$ cat src/hdl/dtss_pkg.sv
package dtss_pkg;

    // ********************************************************************
    // bus and field widths
    // ********************************************************************
    localparam int          DTSS_ADDR_W        = 8;
    localparam int          DTSS_DATA_W        = 32;
    localparam int          DTSS_NUM_LINES     = 128;
    localparam int          DTSS_CODE_W        = 7;
    localparam int          DTSS_SRC_ADDR_W    = 22;
    localparam int          DTSS_DST_ADDR_W    = 16;
    localparam int          DTSS_SIZE_W        = 12;

    // ********************************************************************
    // register byte offsets
    // ********************************************************************
    localparam logic [7:0]  OFS_CHAN_CONTROL0  = 8'h00;
    localparam logic [7:0]  OFS_CHAN_CONTROL1  = 8'h04;
    localparam logic [7:0]  OFS_DATA_BUFFER    = 8'h08;
    localparam logic [7:0]  OFS_SRC_START_L    = 8'h0c;
    localparam logic [7:0]  OFS_SRC_START_H    = 8'h10;
    localparam logic [7:0]  OFS_SRC_START_U    = 8'h14;
    localparam logic [7:0]  OFS_SRC_PTR_L      = 8'h18;
    localparam logic [7:0]  OFS_SRC_PTR_H      = 8'h1c;
    localparam logic [7:0]  OFS_SRC_PTR_U      = 8'h20;
    localparam logic [7:0]  OFS_SRC_SIZE_L     = 8'h24;
    localparam logic [7:0]  OFS_SRC_SIZE_H     = 8'h28;
    localparam logic [7:0]  OFS_SRC_CNT_L      = 8'h2c;
    localparam logic [7:0]  OFS_SRC_CNT_H      = 8'h30;
    localparam logic [7:0]  OFS_DST_START_L    = 8'h34;
    localparam logic [7:0]  OFS_DST_START_H    = 8'h38;
    localparam logic [7:0]  OFS_DST_PTR_L      = 8'h3c;
    localparam logic [7:0]  OFS_DST_PTR_H      = 8'h40;
    localparam logic [7:0]  OFS_DST_SIZE_L     = 8'h44;
    localparam logic [7:0]  OFS_DST_SIZE_H     = 8'h48;
    localparam logic [7:0]  OFS_DST_CNT_L      = 8'h4c;
    localparam logic [7:0]  OFS_DST_CNT_H      = 8'h50;
    localparam logic [7:0]  OFS_START_SEL      = 8'h54;
    localparam logic [7:0]  OFS_ABORT_SEL      = 8'h58;

    // ********************************************************************
    // control register 0 bit positions, and reset values for control 1, data buffer and selectors
    // ********************************************************************
    localparam int          CTRL0_EN_BIT       = 7;
    localparam int          CTRL0_SEN_BIT      = 6;
    localparam int          CTRL0_GO_BIT       = 5;
    localparam int          CTRL0_AEN_BIT      = 2;
    localparam int          CTRL0_BUSY_BIT     = 0;
    localparam logic [7:0]  RST_BYTE           = 8'h00;
    localparam logic [6:0]  RST_CODE           = 7'h00;

    // ********************************************************************
    // trigger code map: reserved and level-detected ranges
    // ********************************************************************
    localparam logic [6:0]  CODE_RSV_A         = 7'h00;
    localparam logic [6:0]  CODE_RSV_B         = 7'h24;
    localparam logic [6:0]  CODE_RSV_C         = 7'h3a;
    localparam logic [6:0]  CODE_RSV_D_LO      = 7'h3e;
    localparam logic [6:0]  CODE_RSV_D_HI      = 7'h45;
    localparam logic [6:0]  CODE_RSV_E_LO      = 7'h4c;
    localparam logic [6:0]  CODE_RSV_E_HI      = 7'h4f;
    localparam logic [6:0]  CODE_LAST_MAPPED   = 7'h51;
    localparam logic [6:0]  CODE_LVL_PIN       = 7'h07;
    localparam logic [6:0]  CODE_LVL_A_LO      = 7'h14;
    localparam logic [6:0]  CODE_LVL_A_HI      = 7'h1d;
    localparam logic [6:0]  CODE_LVL_B_LO      = 7'h2e;
    localparam logic [6:0]  CODE_LVL_B_HI      = 7'h34;

    typedef enum logic [1:0] {
        DTSS_IDLE = 2'b00,
        DTSS_BUSY = 2'b01
    } dtss_state_t;

endpackage

$ cat src/hdl/dtss_top.sv
// Decided for this implementation: the register addresses and the APB slave port.
`timescale 1ns/1ps
module dtss_top
    import dtss_pkg::*;
(
    input  wire logic                                 CLOCK,
    input  wire logic                                 RESET,
    input  wire logic                                 PSEL,
    input  wire logic                                 PENABLE,
    input  wire logic                                 PWRITE,
    input  wire logic [dtss_pkg::DTSS_ADDR_W-1:0]     PADDR,
    input  wire logic [dtss_pkg::DTSS_DATA_W-1:0]     PWDATA,
    input  wire logic [3:0]                           PSTRB,
    output logic      [dtss_pkg::DTSS_DATA_W-1:0]     PRDATA,
    output logic                                      PREADY,
    output logic                                      PSLVERR,
    input  wire logic [dtss_pkg::DTSS_NUM_LINES-1:0]  REQ_LINES,
    input  wire logic                                 XFER_DONE,
    output logic                                      XFER_BUSY,
    output logic                                      START_PULSE,
    output logic                                      ABORT_PULSE
);
    import dtss_pkg::*;

    // ********************************************************************
    // state record
    // ********************************************************************
    typedef struct packed {
        dtss_state_t                 state;
        logic                        chan_en;
        logic                        start_trigger_enable;
        logic                        software_go;
        logic                        abort_trigger_enable;
        logic [7:0]                  ctrl1;
        logic [7:0]                  data_buf;
        logic [DTSS_SRC_ADDR_W-1:0]  src_start_addr;
        logic [DTSS_SRC_ADDR_W-1:0]  src_pointer;
        logic [DTSS_SIZE_W-1:0]      src_size;
        logic [DTSS_SIZE_W-1:0]      src_count;
        logic [DTSS_DST_ADDR_W-1:0]  dst_start_addr;
        logic [DTSS_DST_ADDR_W-1:0]  dst_pointer;
        logic [DTSS_SIZE_W-1:0]      dst_size;
        logic [DTSS_SIZE_W-1:0]      dst_count;
        logic [DTSS_CODE_W-1:0]      start_trigger_code;
        logic [DTSS_CODE_W-1:0]      abort_trigger_code;
        logic [DTSS_NUM_LINES-1:0]   req_prev;
        logic [DTSS_DATA_W-1:0]      rdata;
        logic                        slverr;
        logic                        start_pulse;
        logic                        abort_pulse;
    } dtss_regs_t;

    dtss_regs_t  st_ff;
    dtss_regs_t  nxt_st;

    // ********************************************************************
    // trigger decode, shared by both selectors
    // ********************************************************************
    function automatic logic code_reserved(input logic [DTSS_CODE_W-1:0] code);
        code_reserved = (code == CODE_RSV_A) || (code == CODE_RSV_B) || (code == CODE_RSV_C)
                     || ((code >= CODE_RSV_D_LO) && (code <= CODE_RSV_D_HI))
                     || ((code >= CODE_RSV_E_LO) && (code <= CODE_RSV_E_HI))
                     || (code > CODE_LAST_MAPPED);
    endfunction

    function automatic logic code_level(input logic [DTSS_CODE_W-1:0] code);
        code_level = (code == CODE_LVL_PIN)
                  || ((code >= CODE_LVL_A_LO) && (code <= CODE_LVL_A_HI))
                  || ((code >= CODE_LVL_B_LO) && (code <= CODE_LVL_B_HI));
    endfunction

    // a level source fires every cycle it is high; an edge source only once
    function automatic logic trig_hit(input logic [DTSS_CODE_W-1:0]    code,
                                      input logic [DTSS_NUM_LINES-1:0] lines,
                                      input logic [DTSS_NUM_LINES-1:0] prev);
        trig_hit = 1'b0;
        if (code_reserved(code)) begin
            trig_hit = 1'b0;
        end else if (code_level(code)) begin
            trig_hit = lines[code];
        end else begin
            trig_hit = lines[code] & ~prev[code];
        end
    endfunction

    logic  start_hit;
    logic  abort_hit;
    logic  setup_ph;
    logic  wr_en;
    logic  go_req;
    logic  do_start;
    logic  do_abort;

    assign start_hit = trig_hit(st_ff.start_trigger_code, REQ_LINES, st_ff.req_prev);
    assign abort_hit = trig_hit(st_ff.abort_trigger_code, REQ_LINES, st_ff.req_prev);
    assign setup_ph  = PSEL & ~PENABLE;
    assign wr_en     = PSEL & PENABLE & PWRITE & PSTRB[0];

    // ********************************************************************
    // next-state logic
    // ********************************************************************
    always_comb begin
        nxt_st             = st_ff;
        nxt_st.req_prev    = REQ_LINES;
        nxt_st.start_pulse = 1'b0;
        nxt_st.abort_pulse = 1'b0;
        go_req             = 1'b0;
        do_start           = 1'b0;
        do_abort           = 1'b0;

        // register writes take effect in the access phase
        if (wr_en) begin
            case (PADDR)
                OFS_CHAN_CONTROL0: begin
                    nxt_st.chan_en              = PWDATA[CTRL0_EN_BIT];
                    nxt_st.start_trigger_enable = PWDATA[CTRL0_SEN_BIT];
                    nxt_st.abort_trigger_enable = PWDATA[CTRL0_AEN_BIT];
                    go_req                      = PWDATA[CTRL0_GO_BIT];
                end
                OFS_CHAN_CONTROL1: nxt_st.ctrl1                  = PWDATA[7:0];
                OFS_DATA_BUFFER:   nxt_st.data_buf               = PWDATA[7:0];
                OFS_SRC_START_L:   nxt_st.src_start_addr[7:0]    = PWDATA[7:0];
                OFS_SRC_START_H:   nxt_st.src_start_addr[15:8]   = PWDATA[7:0];
                OFS_SRC_START_U:   nxt_st.src_start_addr[21:16]  = PWDATA[5:0];
                OFS_SRC_SIZE_L:    nxt_st.src_size[7:0]          = PWDATA[7:0];
                OFS_SRC_SIZE_H:    nxt_st.src_size[11:8]         = PWDATA[3:0];
                OFS_DST_START_L:   nxt_st.dst_start_addr[7:0]    = PWDATA[7:0];
                OFS_DST_START_H:   nxt_st.dst_start_addr[15:8]   = PWDATA[7:0];
                OFS_DST_SIZE_L:    nxt_st.dst_size[7:0]          = PWDATA[7:0];
                OFS_DST_SIZE_H:    nxt_st.dst_size[11:8]         = PWDATA[3:0];
                OFS_START_SEL:     nxt_st.start_trigger_code     = PWDATA[6:0];
                OFS_ABORT_SEL:     nxt_st.abort_trigger_code     = PWDATA[6:0];
                default: begin
                end
            endcase
        end

        // channel sequencing; abort outranks done, and is checked only while busy, so a start in idle is never blocked
        case (st_ff.state)
            DTSS_IDLE: begin
                if (st_ff.chan_en && (go_req || (st_ff.start_trigger_enable && start_hit))) begin
                    do_start = 1'b1;
                end
            end
            DTSS_BUSY: begin
                if (!st_ff.chan_en || (st_ff.abort_trigger_enable && abort_hit)) begin
                    do_abort = 1'b1;
                end else if (XFER_DONE) begin
                    nxt_st.state       = DTSS_IDLE;
                    nxt_st.software_go = 1'b0;
                end
            end
            default: begin
                nxt_st.state = DTSS_IDLE;
            end
        endcase

        if (do_start) begin
            nxt_st.state       = DTSS_BUSY;
            nxt_st.software_go = 1'b1;
            nxt_st.start_pulse = 1'b1;
            // pointers and counts reload from the programmed start values
            nxt_st.src_pointer = st_ff.src_start_addr;
            nxt_st.src_count   = st_ff.src_size;
            nxt_st.dst_pointer = st_ff.dst_start_addr;
            nxt_st.dst_count   = st_ff.dst_size;
        end
        if (do_abort) begin
            nxt_st.state       = DTSS_IDLE;
            nxt_st.software_go = 1'b0;
            // pulse on every abort, enable clear included
            nxt_st.abort_pulse = 1'b1;
        end

        // read data is captured in the setup phase so the access needs no wait
        nxt_st.rdata  = '0;
        nxt_st.slverr = 1'b0;
        if (setup_ph) begin
            case (PADDR)
                OFS_CHAN_CONTROL0: begin
                    nxt_st.rdata[CTRL0_EN_BIT]  = st_ff.chan_en;
                    nxt_st.rdata[CTRL0_SEN_BIT] = st_ff.start_trigger_enable;
                    nxt_st.rdata[CTRL0_GO_BIT]  = st_ff.software_go;
                    nxt_st.rdata[CTRL0_AEN_BIT] = st_ff.abort_trigger_enable;
                    nxt_st.rdata[CTRL0_BUSY_BIT] = (st_ff.state == DTSS_BUSY);
                end
                OFS_CHAN_CONTROL1: nxt_st.rdata[7:0] = st_ff.ctrl1;
                OFS_DATA_BUFFER:   nxt_st.rdata[7:0] = st_ff.data_buf;
                OFS_SRC_START_L:   nxt_st.rdata[7:0] = st_ff.src_start_addr[7:0];
                OFS_SRC_START_H:   nxt_st.rdata[7:0] = st_ff.src_start_addr[15:8];
                OFS_SRC_START_U:   nxt_st.rdata[5:0] = st_ff.src_start_addr[21:16];
                OFS_SRC_PTR_L:     nxt_st.rdata[7:0] = st_ff.src_pointer[7:0];
                OFS_SRC_PTR_H:     nxt_st.rdata[7:0] = st_ff.src_pointer[15:8];
                OFS_SRC_PTR_U:     nxt_st.rdata[5:0] = st_ff.src_pointer[21:16];
                OFS_SRC_SIZE_L:    nxt_st.rdata[7:0] = st_ff.src_size[7:0];
                OFS_SRC_SIZE_H:    nxt_st.rdata[3:0] = st_ff.src_size[11:8];
                OFS_SRC_CNT_L:     nxt_st.rdata[7:0] = st_ff.src_count[7:0];
                OFS_SRC_CNT_H:     nxt_st.rdata[3:0] = st_ff.src_count[11:8];
                OFS_DST_START_L:   nxt_st.rdata[7:0] = st_ff.dst_start_addr[7:0];
                OFS_DST_START_H:   nxt_st.rdata[7:0] = st_ff.dst_start_addr[15:8];
                OFS_DST_PTR_L:     nxt_st.rdata[7:0] = st_ff.dst_pointer[7:0];
                OFS_DST_PTR_H:     nxt_st.rdata[7:0] = st_ff.dst_pointer[15:8];
                OFS_DST_SIZE_L:    nxt_st.rdata[7:0] = st_ff.dst_size[7:0];
                OFS_DST_SIZE_H:    nxt_st.rdata[3:0] = st_ff.dst_size[11:8];
                OFS_DST_CNT_L:     nxt_st.rdata[7:0] = st_ff.dst_count[7:0];
                OFS_DST_CNT_H:     nxt_st.rdata[3:0] = st_ff.dst_count[11:8];
                OFS_START_SEL:     nxt_st.rdata[6:0] = st_ff.start_trigger_code;
                OFS_ABORT_SEL:     nxt_st.rdata[6:0] = st_ff.abort_trigger_code;
                default:           nxt_st.slverr     = 1'b1;
            endcase
        end else if (PSEL && PENABLE) begin
            nxt_st.rdata  = st_ff.rdata;
            nxt_st.slverr = st_ff.slverr;
        end
    end

    // ********************************************************************
    // state register
    // ********************************************************************
    always_ff @(posedge CLOCK) begin
        if (RESET) begin
            st_ff                    <= '0;
            st_ff.state              <= DTSS_IDLE;
            st_ff.ctrl1              <= RST_BYTE;
            st_ff.data_buf           <= RST_BYTE;
            st_ff.start_trigger_code <= RST_CODE;
            st_ff.abort_trigger_code <= RST_CODE;
        end else begin
            st_ff <= nxt_st;
        end
    end

    assign PRDATA      = st_ff.rdata;
    assign PREADY      = 1'b1;
    assign PSLVERR     = PSEL & PENABLE & st_ff.slverr;
    assign XFER_BUSY   = (st_ff.state == DTSS_BUSY);
    assign START_PULSE = st_ff.start_pulse;
    assign ABORT_PULSE = st_ff.abort_pulse;

    // ********************************************************************
    // checks
    // ********************************************************************
    property p_abort_sel_write;
        @(posedge CLOCK) disable iff (RESET)
        (wr_en && PADDR == OFS_ABORT_SEL) |=> (st_ff.abort_trigger_code == $past(PWDATA[6:0]));
    endproperty
    a_abort_sel_write: assert property (p_abort_sel_write) else $error("abort selector write lost");

    property p_sel_top_zero;
        @(posedge CLOCK) disable iff (RESET)
        (PSEL && PENABLE && !PWRITE && (PADDR == OFS_ABORT_SEL || PADDR == OFS_START_SEL))
            |-> (PRDATA[31:7] == '0);
    endproperty
    a_sel_top_zero: assert property (p_sel_top_zero) else $error("selector top bit not zero");

    property p_same_map;
        @(posedge CLOCK) disable iff (RESET)
        (st_ff.start_trigger_code == st_ff.abort_trigger_code) |-> (start_hit == abort_hit);
    endproperty
    a_same_map: assert property (p_same_map) else $error("selectors decode differently");

    property p_reserved_silent;
        @(posedge CLOCK) disable iff (RESET)
        code_reserved(st_ff.start_trigger_code) |-> !start_hit;
    endproperty
    a_reserved_silent: assert property (p_reserved_silent) else $error("reserved code fired");

    property p_edge_once;
        @(posedge CLOCK) disable iff (RESET)
        (!code_level(st_ff.abort_trigger_code) && abort_hit) |=>
            (!abort_hit || ($past(st_ff.abort_trigger_code) != st_ff.abort_trigger_code));
    endproperty
    a_edge_once: assert property (p_edge_once) else $error("edge source fired twice");

    property p_level_hold;
        @(posedge CLOCK) disable iff (RESET)
        (code_level(st_ff.start_trigger_code) && !code_reserved(st_ff.start_trigger_code)
            && REQ_LINES[st_ff.start_trigger_code]) |-> start_hit;
    endproperty
    a_level_hold: assert property (p_level_hold) else $error("level source missed");

    property p_ctrl0_layout;
        @(posedge CLOCK) disable iff (RESET)
        (setup_ph && !PWRITE && PADDR == OFS_CHAN_CONTROL0) |=>
            (PRDATA[4:3] == 2'b00 && !PRDATA[1] && PRDATA[0] == $past(XFER_BUSY)
             && PRDATA[7] == $past(st_ff.chan_en));
    endproperty
    a_ctrl0_layout: assert property (p_ctrl0_layout) else $error("control0 readback wrong");

    property p_size_high_zero;
        @(posedge CLOCK) disable iff (RESET)
        (PSEL && PENABLE && !PWRITE && (PADDR == OFS_SRC_SIZE_H || PADDR == OFS_DST_CNT_H))
            |-> (PRDATA[31:4] == '0);
    endproperty
    a_size_high_zero: assert property (p_size_high_zero) else $error("unused bits read nonzero");

    property p_start_sel_write;
        @(posedge CLOCK) disable iff (RESET)
        (wr_en && PADDR == OFS_START_SEL) |=> (st_ff.start_trigger_code == $past(PWDATA[6:0]));
    endproperty
    a_start_sel_write: assert property (p_start_sel_write) else $error("start selector write lost");

    property p_abort_stops;
        @(posedge CLOCK) disable iff (RESET)
        (XFER_BUSY && st_ff.abort_trigger_enable && abort_hit) |=> (!XFER_BUSY && ABORT_PULSE);
    endproperty
    a_abort_stops: assert property (p_abort_stops) else $error("abort did not stop transfer");

endmodule

$ cat config.mk
export PLATFORM = sky130hd
export DESIGN_NAME = dtss_top
export DESIGN_NICKNAME = d
export VERILOG_FILES = /design/src/hdl/dtss_pkg.sv /design/src/hdl/dtss_top.sv
export SDC_FILE = /design/constraint.sdc
export NUM_CORES = 1
export LEC_CHECK = 0
export BUFFER_PORTS_ARGS = -buffer_cell sky130_fd_sc_hd__buf_2
export CAP_MARGIN = 20
export CORE_ASPECT_RATIO = 0.9
export CORE_UTILIZATION = 50
export CTS_CLUSTER_DIAMETER = 120
export DETAILED_ROUTE_END_ITERATION = 8
export GPL_TIMING_DRIVEN = 0
export PLACE_DENSITY_LB_ADDON = 0.25
export SLEW_MARGIN = 20
export SYNTH_ARGS = -nofsm -noshare
export SYNTH_HDL_FRONTEND = slang
export SYNTH_SLANG_ARGS = --single-unit
$ cat constraint.sdc
create_clock -name CLOCK -period 2.5 [get_ports CLOCK]
set_input_delay 0.5 -clock CLOCK [delete_from_list [all_inputs] [get_ports CLOCK]]
set_output_delay 0.5 -clock CLOCK [all_outputs]
set_load 0.03 [all_outputs]
**Word-level counts from Yosys, hierarchy flattened**

Cells that the tools add are included.
Widths: inputs -> output; s select.

- Magnitude comparators: 20
- Bitwise gates (word level): 11
- Equal/unequal tests: 36
- Reduce and logical (&&, ||, !) cells: 55
- Muxes and demuxes: 39

Operator list:

| cell | number |
|---|---|
| $eq 8x6->1 const B | 8 |
| $eq 8x7->1 const B | 7 |
| $pmux 1 s23 | 2 |
| $pmux 1 s22 | 2 |
| $eq 8x5->1 const B | 4 |
| $bmux 1 s7 | 4 |
| $eq 7x6->1 const B | 4 |
| $ge 7x6->1 const B | 4 |
| $le 7x7->1 const B | 4 |
| $reduce_and 2->1 | 14 |
| $reduce_or 23->1 | 1 |
| $mux 1 | 22 |
| $pmux 1 s19 | 1 |
| $mux 9 | 2 |
| $pmux 1 s18 | 1 |
| $pmux 1 s17 | 1 |
| $eq 8x4->1 const B | 2 |
| $logic_or 1x1->1 | 16 |
| $lt 7x8->1 const B | 2 |
| $pmux 1 s15 | 1 |
| $eq 7x3->1 const B | 2 |
| $ge 7x5->1 const B | 2 |
| $ge 7x7->1 const B | 2 |
| $gt 7x7->1 const B | 2 |
| other kinds (20) | 51 |

- Logic and storage cells: 189
- Flip-flop bits (word level): 299
- Output and inout bits: 37
- Input port bits: 178

**Longest topological paths before layout**

- Depth after elaboration: 14
- Gate-level depth with buffers: 14

**Worst setup path after synthesis**

Ideal clock, no wire load.

- Path kind: register to register
- Start: register st_ff[170] (netlist bit)
- End: register st_ff[269] (netlist bit)
- Path buffers: 3
- Arrival time: 2.725 ns
- Period minus slack after synthesis: 2.797 ns
- Slack: -0.297 ns
- Stages on the path, launching flop included: 12
- Data required time: 2.428 ns
- Library setup time: 0.072 ns
- Cell sequence: dfxtp_1 buf_4 mux4_2 nand2_1 a21oi_1 a31oi_1 a21oi_1 or4_1 a311oi_2 buf_6 buf_8 mux2i_1

- Word-level cells in the longest chain between the ends: 12

Ends and longest elaborated chain:

| item | line | RTL |
|---|---|---|
| from (decl) | dtss_top.sv:53 | `dtss_regs_t st_ff;` |
| from (signal assigned) | dtss_top.sv:229 | `st_ff <= nxt_st;` |
| branches (longest 6 deep; another with $bmux 1 s7) | - |  |
| $mux 1 (*) | dtss_top.sv:77 | `if (code_reserved(code)) begin` |
| $logic_and 1x1->1 (*) | dtss_top.sv:141 | `if (st_ff.chan_en && (go_req \|\| (st_ff.start_trigger_enable && start_hit))) begin` |
| $logic_or 1x1->1 (*) | dtss_top.sv:141 |  |
| $logic_and 1x1->1 (*) | dtss_top.sv:141 |  |
| $mux 1 (*) | dtss_top.sv:141 |  |
| $mux 1 (*) | dtss_top.sv:139 | `case (st_ff.state)` |

Every way passes the cells marked *. The select of a mux whose other input is x is not followed.
A chain may end at the register's enable or synchronous reset.

**Worst setup path after layout**

- Start: register st_ff[170] (netlist bit)
- End: register st_ff[274] (netlist bit)

Same word-level chain as after synthesis.

==> results.md <==
* Vias at 13.9k
* Crit path DAT at 3630 ps
* Overflow after GRT at 0
* Final hold violation count at 0
* Initial core utilization at 51.5%
* PwrDens at 534 mW/mm^2
* Clock Root Buffer: clkbuf_16
* EDFF count, synth at 0
* Vias per inst at 6.52
* Status: finished, violations left
* Setup Skew at 24.1 ps
* CP startpoint kind: flop
* Clock slew at reported path FFs at 60 ps
* Post-DP HPWL at 39200 um
* Largest net degree at the start of global routing at 14
* Later-pin clock latency in the skew report at 560 ps
* Crit path required time at 2980 ps
* CP max stage delay at 540 ps
* Die area at 0.0288 mm^2
* Maxcap violations at 0
* FP Rows at 57
* RSZ-0062 raised after global routing: true
* Top-area cell type share of the netlist area at 37.9%
* GPL Wtd Cong at 1.02
* Cell taking the most area after synthesis: dfxtp_1
* Synth warn at 0
* Critical path's most frequent cell: buf_12
* # setup viols final at 66
* Die H at 161 um
* Crit share post-route at 126%
* First-pass GRT wire length at 77900 um
* FF/Latch Area at 0.00534 mm^2
* DRC Markers at 0
* Worst-Margin Slew at 1090 ps
* Crit path time final at 3150 ps
* Cell Chain, Critical Path: buf_12 -> buf_12 -> mux4_2 -> nand2b_4 -> a41oi_2 -> nand4_1 -> o221ai_2 -> nand3_2 -> a311oi_2 -> buf_6 -> buf_12 -> clkbuf_16 -> mux2i_1
* Peak VDD IR at 512 uV
* Initial antenna violation count at 1
* Fin. max-slew vios at 0
* Core area at 0.0273 mm^2
* Num ports at 215
* Netlist cell types at 67
* Top cells by area, synth: dfxtp_1 38%, mux4_2 16%, nand2_1 7.1%, mux2i_1 6.2%, nor2b_1 4.9%
* DP Cell Count at 2042
* Die X at 179 um
* Drt first pass iters at 9
* Fin nets at 1940
* Ys async rst share at 0%
* Max Root-Sink Buffers at 3
* ANT cells at 0
* # fillers at 2296
* Multi-input gate area at 0.00820 mm^2
* FF+latch count, synth at 266
* Crit path kind: reg -> reg
* Worst path bufs/invs at 5
* Worst setup EP type: flop
* Synthesized cell area at 0.0141 mm^2
* GR Util All Layers at 36.6%
* CTS Buf Count at 29
* H-tree depth at 1
* Layout Cells excl Fill at 2138
* Most frequent cells after synthesis: 266 x dfxtp_1, 266 x nand2_1, 119 x a21oi_1
* Final Cell Area at 0.0175 mm^2
* Share of post-route cells with drive strength above 1 at 29.0%
* Cts hold-fix bufs at 0
* CP delay by family, top: buffers and inverters
* Syn avg cell area at 9.34 um^2
* TritonCTS clock tree: done
* Syn Inst Count at 1505
* Port Buffers at 160
* Initial DRC Count at 2003
* Ys flop type: dfxtp_1
* Syn-to-layout area delta at 24.7%
* Sequential-to-total area share from yosys stat at 37.9%
* Largest fanout on the critical path at 6
* Slowest cell on crit path: mux4_2
* Wire per inst at 25.4 um
* Routed Antenna Nets at 0
* Setup WS post-layout at -654 ps
* Area of placed instances at 0.0154 mm^2
* Slew headroom at 27.5%
* Routed wire length at 54300 um
* Min-delay worst type: in -> reg
* Vias in the first global route at 12.6k
* Static Leakage at 6.19 nW
* Violated checks: setup timing
* Sink Count at 266
* F_max at 317 MHz
* Tot Pwr at 0.00936 W
-- timing repair --
item                       CTS  global route
resized for setup          109            90
setup endpoints to repair  151           164
setup buffers               16            30
cloned                       2             5
pin swaps                    5            23
-- registers in the layout (all words and copies together) (netlist names) --
name	flops
PRDATA	8
START_PULSE	1
ABORT_PULSE	1
st_ff	256
-- metal layers --
layer  GRT usage (%)  wire (um)  up-vias
met5               0          8        -
met4            10.6       1740        2
met3            11.8       8080      182
met2            52.5      22700     1090
met1            52.4      21800     6717
li1                -          -     5944
-- where the power goes --
group | switching (W) | internal, W | total (W) | leakage [nW]
clock | 0.00179 | 0.00244 | 0.00423 | 0.451
sequential | 0.0000416 | 0.00432 | 0.00436 | 2.17
combinational | 0.000450 | 0.000318 | 0.000768 | 3.57
-- kinds of logic (layout without fill, tap and decap cells) --
kind of cell	Yosys count	in the layout	synth area share, %
compound gates	285	285	13.3
xor+xnor	3	3	0.187
buf+inv	175	431	6.57
flops	266	266	37.9
mux	188	188	22.1
other cells	2	25	0.0534
simple gates	586	586	19.9
-- through the flow --
stage / setup slack, ps / hold slack (ps) / setup TNS [ps] / util, %
final: -654 / 186 / -38420 / 64.2
after global routing: -711 / 198 / -42150 / 64.2
after CTS: -582 / 185 / -33830 / 61.9
after detailed placement: -1160 / 445 / -138440 / 56.5
after global placement: -1100 / 442 / -133790 / 56.5
after floorplan: -190 / 432 / -9960 / -
-- path summary, 6_finish.rpt --
check                from          to  slack [ps]  cells past startpoint
max reg2reg    st_ff[170]  st_ff[274]        -650                     13
min          REQ_LINES[4]   st_ff[39]         190                      2
min reg2reg     PRDATA[6]   PRDATA[6]         450                      2
max            st_ff[170]  st_ff[274]        -650                     13
-- cells in the final DEF (no fill, tap or decap), types with 8 or more instances in the layout --
cell / instances
conb_1: 25
nand4_1: 10
inv_1: 12
clkbuf_8: 9
clkbuf_16: 34
a221oi_1: 9
nor2_1: 25
clkbuf_2: 16
nand3_1: 108
a21oi_1: 115
buf_4: 72
buf_6: 8
dfxtp_1: 260
a22oi_1: 75
clkbuf_1: 72
mux4_2: 98
nand2_1: 265
nor2b_1: 106
mux2i_1: 84
buf_2: 161
buf_12: 24
nor2_4: 13
-- cell type report --
type                            instances  area share (%)
Buffer                                151            6.58
Inverter                               15           0.321
Multi-Input combinational cell       1087            46.8
Sequential cell                       266            30.5
Tap cell                              354            2.53
Clock buffer                           47            4.93
Timing Repair Buffer                  212            8.02
Clock inverter                          6           0.328
No activity file was read; power rests on OpenSTA's default activity.
